==> config.mk <==
export PLATFORM = sky130hd
export DESIGN_NAME = cxb_switch
export DESIGN_NICKNAME = d
export VERILOG_FILES = /design/src/cxb_pkg.sv /design/src/cxb_arb_if.sv /design/src/cxb_arbiter.sv /design/src/cxb_switch.sv
export SDC_FILE = /design/constraint.sdc
export NUM_CORES = 1
export LEC_CHECK = 0
export ABC_CLOCK_PERIOD_IN_PS = 12600
export BUFFER_PORTS_ARGS = -buffer_cell sky130_fd_sc_hd__buf_2
export CORE_AREA = 2 2 329 331
export DETAILED_ROUTE_END_ITERATION = 8
export DIE_AREA = 0 0 331 333
export PLACE_DENSITY = 0.5
export SYNTH_ARGS = -nofsm -noshare
export SYNTH_HDL_FRONTEND = slang
export SYNTH_HIERARCHICAL = 1
export SYNTH_SLANG_ARGS = --single-unit
==> constraint.sdc <==
create_clock -name mclk -period 12.6 [get_ports mclk]
set_input_delay 1.89 -clock mclk [delete_from_list [all_inputs] [get_ports mclk]]
set_output_delay 1.89 -clock mclk [all_outputs]
set_load 0.02 [all_outputs]
==> src/cxb_pkg.sv <==
// Shared constants, types and decode functions of the six-by-two crossbar switch
package cxb_pkg;

  // ==========================================================================
  // Sizes
  // ==========================================================================
  localparam int NUM_M = 6;
  localparam int NUM_S = 2;
  localparam int AW    = 32;
  localparam int DW    = 32;

  typedef logic [2:0]                cxb_port_type;
  typedef logic [3:0]                cxb_id_type;
  typedef logic [1:0]                cxb_trans_type;
  typedef logic [1:0]                cxb_slave_type;
  typedef logic [NUM_M-1:0][AW-1:0]  cxb_maddr_type;
  typedef logic [NUM_M-1:0][DW-1:0]  cxb_mdata_type;
  typedef logic [NUM_M-1:0][2:0]     cxb_msize_type;
  typedef logic [NUM_S-1:0][AW-1:0]  cxb_saddr_type;
  typedef logic [NUM_S-1:0][DW-1:0]  cxb_sdata_type;
  typedef logic [NUM_S-1:0][2:0]     cxb_ssize_type;
  typedef logic [NUM_S-1:0][1:0]     cxb_strans_type;
  typedef logic [NUM_S-1:0][3:0]     cxb_sid_type;

  // ==========================================================================
  // Transfer types and slave indices
  // ==========================================================================
  localparam cxb_trans_type TRANS_IDLE   = 2'h0;
  localparam cxb_trans_type TRANS_NONSEQ = 2'h2;

  localparam cxb_slave_type SLV_SHARED = 2'h0;
  localparam cxb_slave_type SLV_SRAM   = 2'h1;
  localparam cxb_slave_type SLV_NONE   = 2'h2;

  // ==========================================================================
  // Address map, top nibble of the address
  // ==========================================================================
  localparam int            REGION_LSB    = 28;
  localparam logic [3:0]    REGION_FLASH  = 4'h0;
  localparam logic [3:0]    REGION_EXT0   = 4'h2;
  localparam logic [3:0]    REGION_EXT1   = 4'h3;
  localparam logic [3:0]    REGION_SRAM   = 4'h4;
  localparam logic [3:0]    REGION_BRIDGE = 4'hF;

  // ==========================================================================
  // Ports, IDs, parking and priority
  // ==========================================================================
  localparam cxb_port_type PORT_CORE1_I = 3'h0;
  localparam cxb_port_type PORT_DMA     = 3'h1;
  localparam cxb_port_type PORT_COMM    = 3'h2;
  localparam cxb_port_type PORT_EXTBUS  = 3'h3;
  localparam cxb_port_type PORT_CORE1_D = 3'h4;
  localparam cxb_port_type PORT_CORE0   = 3'h5;

  localparam cxb_port_type PARK_SHARED     = PORT_CORE0;
  localparam cxb_port_type PARK_SRAM_RESET = PORT_CORE0;
  localparam cxb_port_type LAST_RESET      = 3'h5;

  localparam cxb_id_type ID_CORE1     = 4'h0;
  localparam cxb_id_type ID_CORE0     = 4'h1;
  localparam cxb_id_type ID_DMA       = 4'h2;
  localparam cxb_id_type ID_COMM      = 4'h3;
  localparam cxb_id_type ID_EXTBUS    = 4'h4;
  localparam cxb_id_type ID_DBG_CORE1 = 4'h8;
  localparam cxb_id_type ID_DBG_CORE0 = 4'h9;

  localparam cxb_port_type FIXED_ORDER [NUM_M] = '{
    PORT_DMA, PORT_COMM, PORT_EXTBUS, PORT_CORE0, PORT_CORE1_D, PORT_CORE1_I
  };

  // ==========================================================================
  // Decode functions
  // ==========================================================================
  function automatic cxb_slave_type cxb_decode(input logic [AW-1:0] addr);
    case (addr[AW-1:REGION_LSB])
      REGION_SRAM:   cxb_decode = SLV_SRAM;
      REGION_FLASH,
      REGION_EXT0,
      REGION_EXT1,
      REGION_BRIDGE: cxb_decode = SLV_SHARED;
      default:       cxb_decode = SLV_NONE;
    endcase
  endfunction : cxb_decode

  function automatic cxb_id_type cxb_master_id(input cxb_port_type port, input logic dbg);
    case (port)
      PORT_CORE1_I,
      PORT_CORE1_D: cxb_master_id = dbg ? ID_DBG_CORE1 : ID_CORE1;
      PORT_CORE0:   cxb_master_id = dbg ? ID_DBG_CORE0 : ID_CORE0;
      PORT_DMA:     cxb_master_id = ID_DMA;
      PORT_COMM:    cxb_master_id = ID_COMM;
      PORT_EXTBUS:  cxb_master_id = ID_EXTBUS;
      default:      cxb_master_id = ID_CORE1;
    endcase
  endfunction : cxb_master_id

endpackage : cxb_pkg

==> src/cxb_arb_if.sv <==
// Request and grant bundle between the crossbar top and one slave-port arbiter
`timescale 1ns/1ns
`default_nettype none
interface cxb_arb_if;
  import cxb_pkg::*;
  logic [NUM_M-1:0] req;
  cxb_port_type     last;
  logic             fixed_mode;
  logic             gnt_valid;
  cxb_port_type     gnt;

  modport arb  (input req, input last, input fixed_mode, output gnt_valid, output gnt);
  modport user (output req, output last, output fixed_mode, input gnt_valid, input gnt);
endinterface : cxb_arb_if
`default_nettype wire

==> src/cxb_arbiter.sv <==
// Round-robin or fixed-priority winner selection for one slave port
`timescale 1ns/1ns
`default_nettype none
module cxb_arbiter (
  cxb_arb_if.arb bus
);
  import cxb_pkg::*;

  // ==========================================================================
  // Winner selection
  // ==========================================================================
  always_comb begin
    int   idx;
    logic found;
    idx           = 0;
    found         = 1'b0;
    bus.gnt_valid = 1'b0;
    bus.gnt       = '0;
    if (bus.fixed_mode) begin
      for (int k = 0; k < NUM_M; k++) begin
        if (!found && bus.req[FIXED_ORDER[k]]) begin
          found   = 1'b1;
          bus.gnt = FIXED_ORDER[k];
        end
      end
    end else begin
      for (int k = 1; k <= NUM_M; k++) begin
        idx = (int'(bus.last) + k) % NUM_M;
        if (!found && bus.req[idx]) begin
          found   = 1'b1;
          bus.gnt = cxb_port_type'(idx);
        end
      end
    end
    bus.gnt_valid = found;
  end

endmodule : cxb_arbiter
`default_nettype wire

==> src/cxb_switch.sv <==
// Six-master, two-slave crossbar switch top level
`timescale 1ns/1ns
`default_nettype none
module cxb_switch (
  input  wire  logic                    mclk,
  input  wire  logic                    arst_n,
  input  wire  logic                    arbitration_priority_select,
  input  wire  logic [cxb_pkg::NUM_M-1:0] m_req,
  input  wire  cxb_pkg::cxb_maddr_type  m_addr,
  input  wire  logic [cxb_pkg::NUM_M-1:0] m_write,
  input  wire  cxb_pkg::cxb_msize_type  m_size,
  input  wire  cxb_pkg::cxb_mdata_type  m_wdata,
  input  wire  logic [cxb_pkg::NUM_M-1:0] m_dbg,
  output var   logic [cxb_pkg::NUM_M-1:0] m_done,
  output var   logic [cxb_pkg::NUM_M-1:0] m_err,
  output var   cxb_pkg::cxb_mdata_type  m_rdata,
  output var   cxb_pkg::cxb_strans_type s_trans,
  output var   cxb_pkg::cxb_saddr_type  s_addr,
  output var   logic [cxb_pkg::NUM_S-1:0] s_write,
  output var   cxb_pkg::cxb_ssize_type  s_size,
  output var   cxb_pkg::cxb_sdata_type  s_wdata,
  output var   cxb_pkg::cxb_sid_type    s_master_id,
  input  wire  logic [cxb_pkg::NUM_S-1:0] s_ready,
  input  wire  logic [cxb_pkg::NUM_S-1:0] s_err,
  input  wire  cxb_pkg::cxb_sdata_type  s_rdata
);
  import cxb_pkg::*;

  typedef enum logic [1:0] {
    CXB_ST_PARKED  = 2'b00,
    CXB_ST_HANDOFF = 2'b01,
    CXB_ST_ACTIVE  = 2'b10
  } cxb_state_type;

  // ==========================================================================
  // State
  // ==========================================================================
  cxb_state_type              state_reg [NUM_S];
  cxb_state_type              state_next [NUM_S];
  cxb_port_type               owner_reg [NUM_S];
  cxb_port_type               owner_next [NUM_S];
  cxb_port_type               last_reg [NUM_S];
  cxb_port_type               last_next [NUM_S];
  cxb_strans_type             s_trans_reg, s_trans_next;
  cxb_saddr_type              s_addr_reg, s_addr_next;
  logic [NUM_S-1:0]           s_write_reg, s_write_next;
  cxb_ssize_type              s_size_reg, s_size_next;
  cxb_sdata_type              s_wdata_reg, s_wdata_next;
  cxb_sid_type                s_id_reg, s_id_next;
  logic [NUM_M-1:0]           m_done_reg, m_done_next;
  logic [NUM_M-1:0]           m_err_reg, m_err_next;
  cxb_mdata_type              m_rdata_reg, m_rdata_next;
  logic [NUM_S-1:0][NUM_M-1:0] req_vec;
  logic [NUM_S-1:0]           gnt_valid;
  cxb_port_type               gnt [NUM_S];

  // ==========================================================================
  // Request decode
  // ==========================================================================
  always_comb begin
    req_vec = '0;
    for (int i = 0; i < NUM_M; i++) begin
      if (m_req[i] && !m_done_reg[i]) begin
        case (cxb_decode(m_addr[i]))
          SLV_SHARED: req_vec[0][i] = 1'b1;
          SLV_SRAM:   req_vec[1][i] = 1'b1;
          default:    req_vec[0][i] = 1'b0;
        endcase
      end
    end
  end

  // ==========================================================================
  // Per-slave arbiters
  // ==========================================================================
  cxb_arb_if arb_bus [NUM_S] ();

  generate
    for (genvar g = 0; g < NUM_S; g++) begin : g_arb
      assign arb_bus[g].req        = req_vec[g];
      assign arb_bus[g].last       = last_reg[g];
      assign arb_bus[g].fixed_mode = ~arbitration_priority_select;
      assign gnt_valid[g]          = arb_bus[g].gnt_valid;
      assign gnt[g]                = arb_bus[g].gnt;
      cxb_arbiter u_arb (
        .bus (arb_bus[g].arb)
      );
    end
  endgenerate

  // ==========================================================================
  // Slave port sequencing and master answers
  // ==========================================================================
  always_comb begin
    logic         launch;
    cxb_port_type lp;
    launch       = 1'b0;
    lp           = '0;
    state_next   = state_reg;
    owner_next   = owner_reg;
    last_next    = last_reg;
    s_trans_next = s_trans_reg;
    s_addr_next  = s_addr_reg;
    s_write_next = s_write_reg;
    s_size_next  = s_size_reg;
    s_wdata_next = s_wdata_reg;
    s_id_next    = s_id_reg;
    m_done_next  = '0;
    m_err_next   = '0;
    m_rdata_next = m_rdata_reg;
    for (int i = 0; i < NUM_M; i++) begin
      if (m_req[i] && !m_done_reg[i] && cxb_decode(m_addr[i]) == SLV_NONE) begin
        m_done_next[i]  = 1'b1;
        m_err_next[i]   = 1'b1;
        m_rdata_next[i] = '0;
      end
    end
    for (int s = 0; s < NUM_S; s++) begin
      launch = 1'b0;
      lp     = owner_reg[s];
      case (state_reg[s])
        CXB_ST_ACTIVE: begin
          if (s_ready[s]) begin
            state_next[s]              = CXB_ST_PARKED;
            s_trans_next[s]            = TRANS_IDLE;
            m_done_next[owner_reg[s]]  = 1'b1;
            m_err_next[owner_reg[s]]   = s_err[s];
            m_rdata_next[owner_reg[s]] = s_rdata[s];
            last_next[s]               = owner_reg[s];
          end
        end
        CXB_ST_HANDOFF: begin
          if (req_vec[s][owner_reg[s]]) begin
            launch = 1'b1;
          end else begin
            state_next[s] = CXB_ST_PARKED;
          end
        end
        CXB_ST_PARKED: begin
          if (gnt_valid[s]) begin
            if (gnt[s] == owner_reg[s]) begin
              launch = 1'b1;
            end else begin
              owner_next[s] = gnt[s];
              state_next[s] = CXB_ST_HANDOFF;
            end
          end else if (s == 0) begin
            owner_next[s] = PARK_SHARED;
          end
        end
        default: begin
          state_next[s]   = CXB_ST_PARKED;
          s_trans_next[s] = TRANS_IDLE;
        end
      endcase
      if (launch) begin
        state_next[s]   = CXB_ST_ACTIVE;
        s_trans_next[s] = TRANS_NONSEQ;
        s_addr_next[s]  = m_addr[lp];
        s_write_next[s] = m_write[lp];
        s_size_next[s]  = m_size[lp];
        s_wdata_next[s] = m_wdata[lp];
      end
      s_id_next[s] = cxb_master_id(owner_next[s], m_dbg[owner_next[s]]);
    end
  end

  // ==========================================================================
  // Registers
  // ==========================================================================
  always_ff @(posedge mclk or negedge arst_n) begin
    if (!arst_n) begin
      state_reg   <= '{default: CXB_ST_PARKED};
      owner_reg   <= '{PARK_SHARED, PARK_SRAM_RESET};
      last_reg    <= '{default: LAST_RESET};
      s_trans_reg <= '0;
      s_addr_reg  <= '0;
      s_write_reg <= '0;
      s_size_reg  <= '0;
      s_wdata_reg <= '0;
      s_id_reg    <= '{ID_CORE0, ID_CORE0};
      m_done_reg  <= '0;
      m_err_reg   <= '0;
      m_rdata_reg <= '0;
    end else begin
      state_reg   <= state_next;
      owner_reg   <= owner_next;
      last_reg    <= last_next;
      s_trans_reg <= s_trans_next;
      s_addr_reg  <= s_addr_next;
      s_write_reg <= s_write_next;
      s_size_reg  <= s_size_next;
      s_wdata_reg <= s_wdata_next;
      s_id_reg    <= s_id_next;
      m_done_reg  <= m_done_next;
      m_err_reg   <= m_err_next;
      m_rdata_reg <= m_rdata_next;
    end
  end

  // ==========================================================================
  // Outputs
  // ==========================================================================
  assign m_done      = m_done_reg;
  assign m_err       = m_err_reg;
  assign m_rdata     = m_rdata_reg;
  assign s_trans     = s_trans_reg;
  assign s_addr      = s_addr_reg;
  assign s_write     = s_write_reg;
  assign s_size      = s_size_reg;
  assign s_wdata     = s_wdata_reg;
  assign s_master_id = s_id_reg;

endmodule : cxb_switch
`default_nettype wire

## Word-level counts from Yosys, hierarchy flattened

Cells that the tools add are included.

| storage, ports and cells | value |
|---|---|
| register bits after elaboration | 368 |
| bits of input ports | 491 |
| logic and storage cells | 464 |

| operators by class | value |
|---|---|
| add/subtract/negate cells | 12 |
| divide/modulo/power cells | 12 |
| magnitude comparators | 18 |
| equal/unequal tests | 62 |
| muxes and demuxes | 240 |
| bitwise logic cells | 2 |
| reductions and logical operators | 92 |

Operators by type and width:

| kind | count |
|---|---|
| two-way mux 192 bit | 4 |
| binary-select mux 32 bit (select 3 bit) | 4 |
| bitwise mux 192 bit | 2 |
| less-than comparator 32 x 5 -> 1 bit (second input constant) | 12 |
| modulo 32 x 4 -> 32 bit (second input constant) | 12 |
| two-way mux 32 bit | 12 |
| demux 32 bit (select 3 bit) | 2 |
| two-way mux 1 bit | 116 |
| two-way mux 3 bit | 28 |
| binary-select mux 1 bit (select 3 bit) | 18 |
| equality test 4 x 2 -> 1 bit (second input constant) | 12 |
| two-way mux 6 bit | 8 |
| two-way mux 2 bit | 22 |
| one-hot mux 4 bit (5 select lines) | 2 |
| logical AND 1 bit | 34 |
| one-hot mux 2 bit (2 select lines) | 8 |
| logical NOT 1 bit | 26 |
| adder 3 x 3 -> 4 bit (second input constant) | 6 |
| equality test 4 x 3 -> 1 bit (second input constant) | 6 |
| equality test 4 bit (second input constant) | 6 |
| logical NOT 4 bit | 6 |
| inequality test 3 bit (second input constant) | 8 |
| OR reduction 4 bit | 6 |
| binary-select mux 3 bit (select 3 bit) | 2 |
| other kinds (22) | 76 |

## Logic depth before layout (Yosys ltp)

Gate-level depths: netlist (run 1).

| depth | value |
|---|---|
| word-level depth | 40 |
| gate-level depth with buffers | 22 |
| depth with buffers taken out | 19 |

## Modules after synthesis

Netlist (run 1), hierarchy kept.

Modules (own cells, without submodules):

| module | instances | cells each | area an instance (um^2) | seq. area each (um^2) |
|---|---|---|---|---|
| cxb_switch | 1 | 2611 | 22873.2 | 9171.3 |
| cxb_arbiter | 2 | 151 | 1091.0 | 0.0 |

## Least setup slack after synthesis (run 1)

OpenSTA, ideal clock, no wires.

| path | value |
|---|---|
| path kind | input to register |
| start | input m_addr[60] (netlist name) |
| end | register s_addr_reg (netlist bit s_addr[22]) |
| setup time | 125 ps |
| arrival time | 5727 ps |
| required time | 12475 ps |
| slack | 6748 ps |
| cell stages on the path | 17 |
| path through | nor2b_1 o31a_1 nor2_1 mux2_4 or3_1 a32oi_2 nand3_1 or4b_4 nor4bb_1 o22ai_1 xor2_1 nor3_1 nand3_1 a31oi_1 buf_2 buf_2 mux2_2 |

| between the ends | value |
|---|---|
| longest elaborated chain between the ends | 36 |

RTL lines:

| element | line | text |
|---|---|---|
| start, declared | cxb_switch.sv:9 | `input wire cxb_pkg::cxb_maddr_type m_addr,` |
| equality test 4 x 2 -> 1 bit (tied with other cells) | cxb_pkg.sv:75 | `case (addr[AW-1:REGION_LSB])` |
| OR reduction 4 bit | cxb_pkg.sv:75 |  |
| one-hot mux 2 bit (2 select lines) (*) | cxb_pkg.sv:75 |  |
| two-way mux 2 bit (*) | cxb_switch.sv:63 | `if (m_req[i] && !m_done_reg[i]) begin` |
| logical NOT 2 bit (*) | cxb_switch.sv:64 | `case (cxb_decode(m_addr[i]))` |
| two-way mux 1 bit (*) | cxb_switch.sv:64 |  |
| two-way mux 1 bit (*) | cxb_switch.sv:63 |  |
| via arb_bus[0].req[1] | cxb_arb_if.sv:6 | `logic [NUM_M-1:0] req;` |
| (+22 left out) | - |  |
| logical AND 1 bit | cxb_arbiter.sv:29 | `if (!found && bus.req[idx]) begin` |
| two-way mux 3 bit | cxb_arbiter.sv:29 |  |
| two-way mux 3 bit (*) | cxb_arbiter.sv:19 | `if (bus.fixed_mode) begin` |
| via arb_bus[0].gnt[1] | cxb_arb_if.sv:10 | `cxb_port_type gnt;` |
| equality test 3 bit (*) | cxb_switch.sv:141 | `if (gnt[s] == owner_reg[s]) begin` |
| two-way mux 1 bit (*) | cxb_switch.sv:141 |  |
| two-way mux 1 bit (*) | cxb_switch.sv:140 | `if (gnt_valid[s]) begin` |
| one-hot mux 1 bit (2 select lines) (*) | cxb_switch.sv:121 | `case (state_reg[s])` |
| end signal, assigned | cxb_switch.sv:190 | `s_addr_reg <= s_addr_next;` |
| end, declared | cxb_switch.sv:45 | `cxb_saddr_type s_addr_reg, s_addr_next;` |

The timed path passes the listed nets; every way through them passes the cells marked *. The select of a mux whose other input is x is not followed.
A chain may end at the register's enable or synchronous reset.

## Worst setup path after layout (run 1)

| path | value |
|---|---|
| start | input m_addr[191] (netlist name) |
| end | register s_wdata_reg (netlist bit s_wdata[28]) |

| between the ends | value |
|---|---|
| longest elaborated chain between the ends | 36 |

RTL lines:

| element | line | text |
|---|---|---|
| equality test 4 x 2 -> 1 bit (tied with other cells) | cxb_pkg.sv:75 |  |
| OR reduction 4 bit | cxb_pkg.sv:75 |  |
| one-hot mux 2 bit (2 select lines) (*) | cxb_pkg.sv:75 |  |
| two-way mux 2 bit (*) | cxb_switch.sv:63 |  |
| logical NOT 2 bit (*) | cxb_switch.sv:64 |  |
| two-way mux 1 bit (*) | cxb_switch.sv:64 |  |
| two-way mux 1 bit (*) | cxb_switch.sv:63 |  |
| via arb_bus[0].req[5] | cxb_arb_if.sv:6 |  |
| (+22 left out) | - |  |
| logical AND 1 bit | cxb_arbiter.sv:29 |  |
| two-way mux 3 bit | cxb_arbiter.sv:29 |  |
| two-way mux 3 bit (*) | cxb_arbiter.sv:19 |  |
| via arb_bus[0].gnt[1] | cxb_arb_if.sv:10 |  |
| equality test 3 bit (*) | cxb_switch.sv:141 |  |
| two-way mux 1 bit (*) | cxb_switch.sv:141 |  |
| two-way mux 1 bit (*) | cxb_switch.sv:140 |  |
| one-hot mux 1 bit (2 select lines) (*) | cxb_switch.sv:121 |  |
| end signal, assigned | cxb_switch.sv:193 | `s_wdata_reg <= s_wdata_next;` |
| end, declared | cxb_switch.sv:48 | `cxb_sdata_type s_wdata_reg, s_wdata_next;` |

Marked as above.

==> flow_results.xml, run 1 <==
<?xml version="1.0" encoding="UTF-8"?>
<metrics>
  <group name="finish">
    <metric name="largest_reg_flops" unit="">192</metric>
    <metric name="final_cell_mix" unit="">sky130_fd_sc_hd__buf_2, sky130_fd_sc_hd__dfrtp_1, sky130_fd_sc_hd__nor2_1</metric>
    <metric name="count_of_fill_cells_added_during_filler_insertion" unit="">11439</metric>
    <metric name="area.growth.synth_to_final" unit="%">28.6</metric>
    <metric name="final_layout_size_suffix_gt1_frac" unit="">0.328</metric>
    <metric name="design.final.nets" unit="">4119</metric>
    <metric name="final_common_cell" unit="">sky130_fd_sc_hd__buf_2</metric>
  </group>
  <group name="synthesis">
    <metric name="async_set_or_reset_flop_fraction_in_the_synthesized_netlist" unit="">1.00</metric>
    <metric name="postSynthRegisterBits" unit="">366</metric>
    <metric name="yosysWarningCount" unit="">6</metric>
    <metric name="synth_flop_cell" unit="">sky130_fd_sc_hd__dfrtp_1</metric>
    <metric name="synthesis.area" unit="um^2">25100</metric>
    <metric name="synth_seq_area_share" unit="">0.366</metric>
    <metric name="postSynthAreaPerCell" unit="um^2">8.60</metric>
    <metric name="synth_cell_types" unit="">84</metric>
    <metric name="synth_enable_flop_cells" unit="">0</metric>
    <metric name="syn-instance-count" unit="">2913</metric>
  </group>
  <group name="grt">
    <metric name="grt_start_max_net_pins" unit="">137</metric>
    <metric name="grt_pass1_wl" unit="um">186000</metric>
    <metric name="grt_pass1_vias" unit="">25276</metric>
    <metric name="antenna_found_initial" unit="">42</metric>
    <metric name="globalRouteTotalUtil" unit="">0.230</metric>
    <metric name="overflow" unit="">0</metric>
  </group>
  <group name="setup_path">
    <metric name="cp.required" unit="ps">13110</metric>
    <metric name="worstSetupEndpointType" unit="">register</metric>
    <metric name="worst-setup-path-type" unit="">input port to register</metric>
    <metric name="largest_fanout_of_any_net_on_the_critical_path" unit="">48</metric>
    <metric name="cp_data_arrival_time" unit="ps">7540</metric>
    <metric name="worst_setup_start_kind" unit="">input port</metric>
  </group>
  <group name="detailed_routing">
    <metric name="drc" unit="">0</metric>
    <metric name="vias" unit="">26599</metric>
    <metric name="finalWirelength" unit="um">134000</metric>
    <metric name="drt-vias-per-instance" unit="">5.25</metric>
    <metric name="drt_pass_1_iters" unit="">7</metric>
    <metric name="detail_route.iter0.violations" unit="">2235</metric>
    <metric name="mean_routed_wirelength_per_cell" unit="um">26.4</metric>
    <metric name="postRouteAntennaNets" unit="">0</metric>
  </group>
  <group name="power_and_ir_drop">
    <metric name="pwr-share-comb" unit="">0.551</metric>
    <metric name="power_leakage" unit="uW">0.0152</metric>
    <metric name="vdd_drop_max" unit="uV">109</metric>
    <metric name="switching_power_total" unit="uW">3350</metric>
    <metric name="switching_share" unit="">0.473</metric>
    <metric name="p_per_area" unit="nW/um^2">220</metric>
    <metric name="power_frac_clock" unit="">0.198</metric>
    <metric name="seqPwrFrac" unit="">0.251</metric>
    <metric name="p_int" unit="uW">3730</metric>
  </group>
  <group name="placed_design">
    <metric name="pre_cts_ws" unit="ps">4980</metric>
    <metric name="io_buffer_count" unit="">837</metric>
    <metric name="place_hpwl" unit="um">97600</metric>
    <metric name="gp_congestion" unit="">0.940</metric>
  </group>
  <group name="sta">
    <metric name="final.setup.tns" unit="ps">0</metric>
    <metric name="worst_slack" unit="ps">5570</metric>
    <metric name="setup_viol" unit="">0</metric>
    <metric name="clock-skew-final" unit="ps">30.2</metric>
    <metric name="final_hold_viol_count" unit="">0</metric>
    <metric name="unrepaired_setup_endpoints_after_global_routing" unit="">false</metric>
    <metric name="post-route-period-util" unit="">0.558</metric>
    <metric name="max_slew.worst_pin.slew" unit="ps">1210</metric>
    <metric name="timing.max_slew.rel_slack" unit="">0.193</metric>
    <metric name="timing.fmax" unit="MHz">142</metric>
    <metric name="final.min_clock_period" unit="ps">7030</metric>
    <metric name="slew_violations" unit="">0</metric>
  </group>
  <group name="worst_hold_path">
    <metric name="timing.hold.worst.class" unit="">register to register</metric>
  </group>
  <group name="floorplanning">
    <metric name="die-width" unit="um">331</metric>
    <metric name="start_util" unit="">0.235</metric>
    <metric name="chip_height" unit="um">333</metric>
    <metric name="design.portCount" unit="">843</metric>
    <metric name="num_rows" unit="">120</metric>
    <metric name="floorplan.die_area" unit="um^2">110000</metric>
    <metric name="fp.coreArea" unit="um^2">107000</metric>
  </group>
  <group name="job">
    <metric name="maxCapViolCount" unit="">0</metric>
  </group>
  <group name="clocking">
    <metric name="cts_tree" unit="">yes</metric>
    <metric name="number_of_buffers_inserted_to_repair_setup_after_cts" unit="">0</metric>
    <metric name="cts_buffers" unit="">47</metric>
    <metric name="cts_root_buf" unit="">sky130_fd_sc_hd__clkbuf_16</metric>
    <metric name="cts_hold_repair.buffers" unit="">0</metric>
    <metric name="h-tree-depth" unit="">2</metric>
    <metric name="postCtsResizedCells" unit="">0</metric>
    <metric name="clock_insertion_delay_worst_skew" unit="ps">630</metric>
    <metric name="clockBufferDepth" unit="">3</metric>
    <metric name="path_clk_slew" unit="ps">60</metric>
    <metric name="clock_sinks" unit="">366</metric>
  </group>
  <group name="status">
    <metric name="status" unit="">completed</metric>
  </group>
</metrics>
-- Yosys cell counts, drive strengths merged, types with 20 or more instances --
master	instances	area share
dfrtp	356	0.36
nor2	355	0.054
a21oi	347	0.070
mux2i	286	0.11
nand2	255	0.038
clkbuf	178	0.027
o21ai	148	0.030
mux2	137	0.063
a211oi	115	0.035
nand3	94	0.019
a31oi	92	0.023
and3	80	0.020
buf	71	0.015
inv	57	0.0085
a32oi	50	0.018
nor3	28	0.0060
nand2b	23	0.0057
nor2b	23	0.0057
ha	20	0.010
-- worst max-delay path: stages --
cell and delay, ps:
sky130_fd_sc_hd__buf_2 150, sky130_fd_sc_hd__nand4_1 180, sky130_fd_sc_hd__o31a_1 200, sky130_fd_sc_hd__nor2_1 120, sky130_fd_sc_hd__mux2_2 350, sky130_fd_sc_hd__o22a_1 200
sky130_fd_sc_hd__a32oi_2 460, sky130_fd_sc_hd__nand3_1 130, sky130_fd_sc_hd__or4b_4 560, sky130_fd_sc_hd__nor4bb_1 170, sky130_fd_sc_hd__o22ai_1 250, sky130_fd_sc_hd__xor2_1 100
sky130_fd_sc_hd__nor3_1 370, sky130_fd_sc_hd__nand3_1 250, sky130_fd_sc_hd__a31oi_4 820, sky130_fd_sc_hd__buf_4 780, sky130_fd_sc_hd__mux2_2 420
-- logic make-up (layout without fill, tap and decap cells) --
| logic type | after synthesis | count (layout) | share of synthesized area |
|---|---|---|---|
| AND/OR/NAND/NOR | 918 | 918 | 0.167 |
| AO/OA/AOI/OAI | 853 | 853 | 0.211 |
| multiplexers | 437 | 437 | 0.191 |
| flip-flops | 366 | 366 | 0.366 |
| buffers and inverters | 306 | 1034 | 0.0500 |
| adder cells (fa/ha/maj) | 20 | 20 | 0.00999 |
| XOR/XNOR | 12 | 12 | 0.00539 |
| other | 1 | 26 | 0.000150 |
-- power by group through the flow --
stage	clock [uW]	sequential (uW)	combinational, uW
after floorplan	0	2080	2180
after global placement	0	1790	3890
after CTS	1440	1780	3900
final	1400	1780	3900
after global routing	1490	1830	4180
after detailed placement	0	1790	3890
-- area by class of cell --
type | count | area [um^2] | area share
diodes | 24 | 60.1 | 0.00186
clock buffers | 71 | 1400 | 0.0434
clock inverters | 12 | 161 | 0.00501
inverters | 57 | 214 | 0.00664
multi-input cells | 2242 | 14800 | 0.459
flip-flops and latches | 366 | 9190 | 0.285
well taps | 1403 | 1760 | 0.0545
repair buffers | 894 | 4640 | 0.144
-- metal layers --
metal	global-route usage	routed length, um
met2	0.369	61300
met5	0	132
met1	0.296	55700
met4	0.0740	4090
met3	0.0669	12900
-- metrics by stage --
stage	cell area (um^2)	hold WS [ps]	total power [uW]	util	instances
finish	32200	487	7090	0.302	5069
global route	32200	500	7490	0.302	5057
CTS	32200	487	7120	0.302	5045
detailed placement	30600	475	5680	0.287	4962
global placement	30600	464	5680	0.287	4962
floorplan	25100	494	4260	-	2914
-- final timing paths --
| path | startpoint | to | slack (ps) | depth (start not counted) |
|---|---|---|---|---|
| worst max-delay path | m_addr[191] | s_wdata[28]$_DFFE_PN0P_ | 5570 | 17 |
| max in group asynchronous | arst_n | owner_reg[4]$_DFF_PN0_ | 9030 | 3 |
| worst min-delay path | s_addr[57]$_DFFE_PN0P_ | s_addr[57]$_DFFE_PN0P_ | 490 | 1 |
| worst max register to register | arb_bus[0].last[0]$_DFFE_PN1P_ | s_wdata[28]$_DFFE_PN0P_ | 5750 | 18 |
| worst min register to register | s_addr[57]$_DFFE_PN0P_ | s_addr[57]$_DFFE_PN0P_ | 490 | 1 |
| min in group asynchronous | arst_n | s_addr[36]$_DFFE_PN0P_ | 1280 | 1 |
Note: power is estimated with default switching activity, not from simulation.
==> run 2, diff against run 1 <==
Settings changed: ABC_CLOCK_PERIOD_IN_PS 12600 to 5700, CORE_AREA 2 2 329 331 to 2 2 333 335, DIE_AREA 0 0 331 333 to 0 0 335 337, PLACE_DENSITY 0.5 to 0.51.
Clock period 12.6 ns to 5.7 ns, I/O delays scaled along.
==> flow_results.xml, run 2 (synthesis results as in run 1) <==
<?xml version="1.0" encoding="UTF-8"?>
<metrics>
  <group name="clocking">
    <metric name="cts_root_buf" unit="">sky130_fd_sc_hd__clkbuf_16</metric>
    <metric name="cts_hold_repair.buffers" unit="">0</metric>
    <metric name="postCtsResizedCells" unit="">0</metric>
    <metric name="cts_buffers" unit="">47</metric>
    <metric name="clock_insertion_delay_worst_skew" unit="ps">640</metric>
    <metric name="cts_tree" unit="">yes</metric>
    <metric name="clock_sinks" unit="">366</metric>
    <metric name="number_of_buffers_inserted_to_repair_setup_after_cts" unit="">0</metric>
    <metric name="h-tree-depth" unit="">2</metric>
    <metric name="clockBufferDepth" unit="">3</metric>
    <metric name="path_clk_slew" unit="ps">60</metric>
  </group>
  <group name="sta">
    <metric name="timing.max_slew.rel_slack" unit="">0.196</metric>
    <metric name="post-route-period-util" unit="">0.944</metric>
    <metric name="slew_violations" unit="">0</metric>
    <metric name="final.min_clock_period" unit="ps">5380</metric>
    <metric name="final.setup.tns" unit="ps">0</metric>
    <metric name="max_slew.worst_pin.slew" unit="ps">1200</metric>
    <metric name="timing.fmax" unit="MHz">186</metric>
    <metric name="finalHoldWorstSlack" unit="ps">339</metric>
    <metric name="final_hold_viol_count" unit="">0</metric>
    <metric name="clock-skew-final" unit="ps">38.3</metric>
    <metric name="unrepaired_setup_endpoints_after_global_routing" unit="">false</metric>
    <metric name="setup_viol" unit="">0</metric>
  </group>
  <group name="finish">
    <metric name="final_layout_size_suffix_gt1_frac" unit="">0.333</metric>
    <metric name="final_common_cell" unit="">sky130_fd_sc_hd__buf_2</metric>
    <metric name="area.growth.synth_to_final" unit="%">30.5</metric>
    <metric name="final_design_area_no_fill" unit="um^2">32700</metric>
    <metric name="final_cell_mix" unit="">sky130_fd_sc_hd__buf_2, sky130_fd_sc_hd__dfrtp_1, sky130_fd_sc_hd__nor2_1</metric>
    <metric name="design.final.nets" unit="">4150</metric>
    <metric name="stdcell_count" unit="">5120</metric>
    <metric name="count_of_fill_cells_added_during_filler_insertion" unit="">11809</metric>
    <metric name="largest_reg_flops" unit="">192</metric>
  </group>
  <group name="grt">
    <metric name="grt_pass1_wl" unit="um">188000</metric>
    <metric name="overflow" unit="">0</metric>
    <metric name="antenna_found_initial" unit="">42</metric>
    <metric name="globalRouteTotalUtil" unit="">0.226</metric>
    <metric name="grt_pass1_vias" unit="">25680</metric>
    <metric name="grt_start_max_net_pins" unit="">135</metric>
  </group>
  <group name="setup_path">
    <metric name="cp.required" unit="ps">6190</metric>
    <metric name="critical_path.slowest_cell" unit="">sky130_fd_sc_hd__or4b_4</metric>
    <metric name="worst-setup-path-type" unit="">register to register</metric>
    <metric name="worstSetupEndpointType" unit="">register</metric>
    <metric name="critical_path.cell_chain" unit="">inv_1 &gt; ha_1 &gt; xor2_2 &gt; inv_1 &gt; ha_1 &gt; nor3b_2 &gt; o21ai_0 &gt; o211ai_2 &gt; mux2i_2 &gt; or4b_4 &gt; nor4bb_1 &gt; o22ai_1 &gt; xor2_1 &gt; nor3_2 &gt; nand3_1 &gt; a31oi_4 &gt; buf_12 &gt; buf_4 &gt; mux2_2</metric>
    <metric name="largest_fanout_of_any_net_on_the_critical_path" unit="">13</metric>
    <metric name="cpLargestDelayFamily" unit="">simple AND/OR/NAND/NOR gates</metric>
    <metric name="cp_max_stage_delay" unit="ps">600</metric>
    <metric name="worst_setup_start_kind" unit="">register</metric>
    <metric name="cp_data_arrival_time" unit="ps">5870</metric>
    <metric name="crit_buf_inv" unit="">4</metric>
  </group>
  <group name="floorplanning">
    <metric name="design.portCount" unit="">843</metric>
    <metric name="floorplan.die_area" unit="um^2">113000</metric>
    <metric name="die-width" unit="um">335</metric>
    <metric name="fp.coreArea" unit="um^2">110000</metric>
    <metric name="chip_height" unit="um">337</metric>
    <metric name="num_rows" unit="">122</metric>
    <metric name="start_util" unit="">0.229</metric>
  </group>
  <group name="placed_design">
    <metric name="place_hpwl" unit="um">97700</metric>
    <metric name="placed_area" unit="um^2">31100</metric>
    <metric name="placedCellCount" unit="">5016</metric>
    <metric name="io_buffer_count" unit="">837</metric>
    <metric name="gp_congestion" unit="">0.895</metric>
  </group>
  <group name="detailed_routing">
    <metric name="finalWirelength" unit="um">134000</metric>
    <metric name="detail_route.iter0.violations" unit="">2387</metric>
    <metric name="vias" unit="">26798</metric>
    <metric name="postRouteAntennaNets" unit="">0</metric>
    <metric name="drt-vias-per-instance" unit="">5.23</metric>
    <metric name="mean_routed_wirelength_per_cell" unit="um">26.2</metric>
    <metric name="drc" unit="">0</metric>
    <metric name="drt_pass_1_iters" unit="">5</metric>
  </group>
  <group name="power_and_ir_drop">
    <metric name="p_per_area" unit="nW/um^2">488</metric>
    <metric name="vdd_drop_max" unit="uV">240</metric>
    <metric name="power_leakage" unit="uW">0.0154</metric>
  </group>
  <group name="status">
    <metric name="status" unit="">completed</metric>
  </group>
  <group name="job">
    <metric name="maxCapViolCount" unit="">0</metric>
  </group>
  <group name="worst_hold_path">
    <metric name="timing.hold.worst.class" unit="">input port to async pin</metric>
  </group>
</metrics>
[run 2: cell types whose count changed in the layout (fill, tap and decap cells not counted), sizes merged]
cell,change
clkinvlp,-1
diode,-2
clkbuf,-4
inv,-1
bufinv,+2
clkinv,+3
buf,+31
[run 2: metrics by stage]
step / total power [uW] / setup slack (ps) / utilization
floorplan: 9410 / 524 / -
global placement: 12700 / 194 / 0.284
detailed placement: 12800 / 109 / 0.284
CTS: 16000 / 201 / 0.298
global route: 16900 / 32.8 / 0.298
finish: 15900 / 320 / 0.298
[run 2: worst register-to-register path: cells and delay by family (launching register included)]
family / cells / cell delay [ps]
AOI/OAI and AO/OA: 4 / 950
xor gates and xnor gates: 2 / 390
adders and majority gates: 2 / 530
buffers and inverters: 4 / 680
DFF: 1 / 480
muxes: 2 / 500
and+or+nand+nor: 5 / 1710
[run 2: metal layers]
| layer | vias to the layer above | track usage | wire length, um |
|---|---|---|---|
| met5 | - | 0 | 138 |
| met4 | 26 | 0.0885 | 4980 |
| met3 | 249 | 0.0732 | 13000 |
| met2 | 1275 | 0.352 | 60000 |
| met1 | 13155 | 0.291 | 56200 |
| li1 | 12093 | - | - |
[run 2: power by group]
| part | switching, uW | internal (uW) | leakage, uW |
|---|---|---|---|
| clock | 1310 | 1800 | 0.000755 |
| sequential | 673 | 3370 | 0.00477 |
| combinational | 5490 | 3300 | 0.00984 |
| total | 7480 | 8470 | 0.0154 |
[run 2: path summary, 6_finish.rpt]
check / startpoint / end / slack (ps) / depth (start not counted)
max reg2reg: arb_bus[0].last[1]$_DFFE_PN0P_ / s_addr[19]$_DFFE_PN0P_ / 320 / 19
max in group asynchronous: arst_n / s_wdata[35]$_DFFE_PN0P_ / 4100 / 2
min: arst_n / m_rdata[20]$_DFF_PN0_ / 340 / 1
min in group mclk: s_trans[3]$_DFFE_PN0P_ / s_trans[3]$_DFFE_PN0P_ / 470 / 1
max: arb_bus[0].last[1]$_DFFE_PN0P_ / s_addr[19]$_DFFE_PN0P_ / 320 / 19
min reg2reg: s_trans[3]$_DFFE_PN0P_ / s_trans[3]$_DFFE_PN0P_ / 470 / 1
[run 2: area by class of cell]
class                           instances  area [um^2]  area share
Sequential cell                       366         9190       0.281
Timing Repair Buffer                  925         5060       0.155
Clock buffer                           67         1320      0.0404
Inverter                               57          214     0.00654
Multi-Input combinational cell       2242        14800       0.453
Antenna cell                           22         55.1     0.00168
Clock inverter                         15          245     0.00750
Tap cell                             1426         1780      0.0546
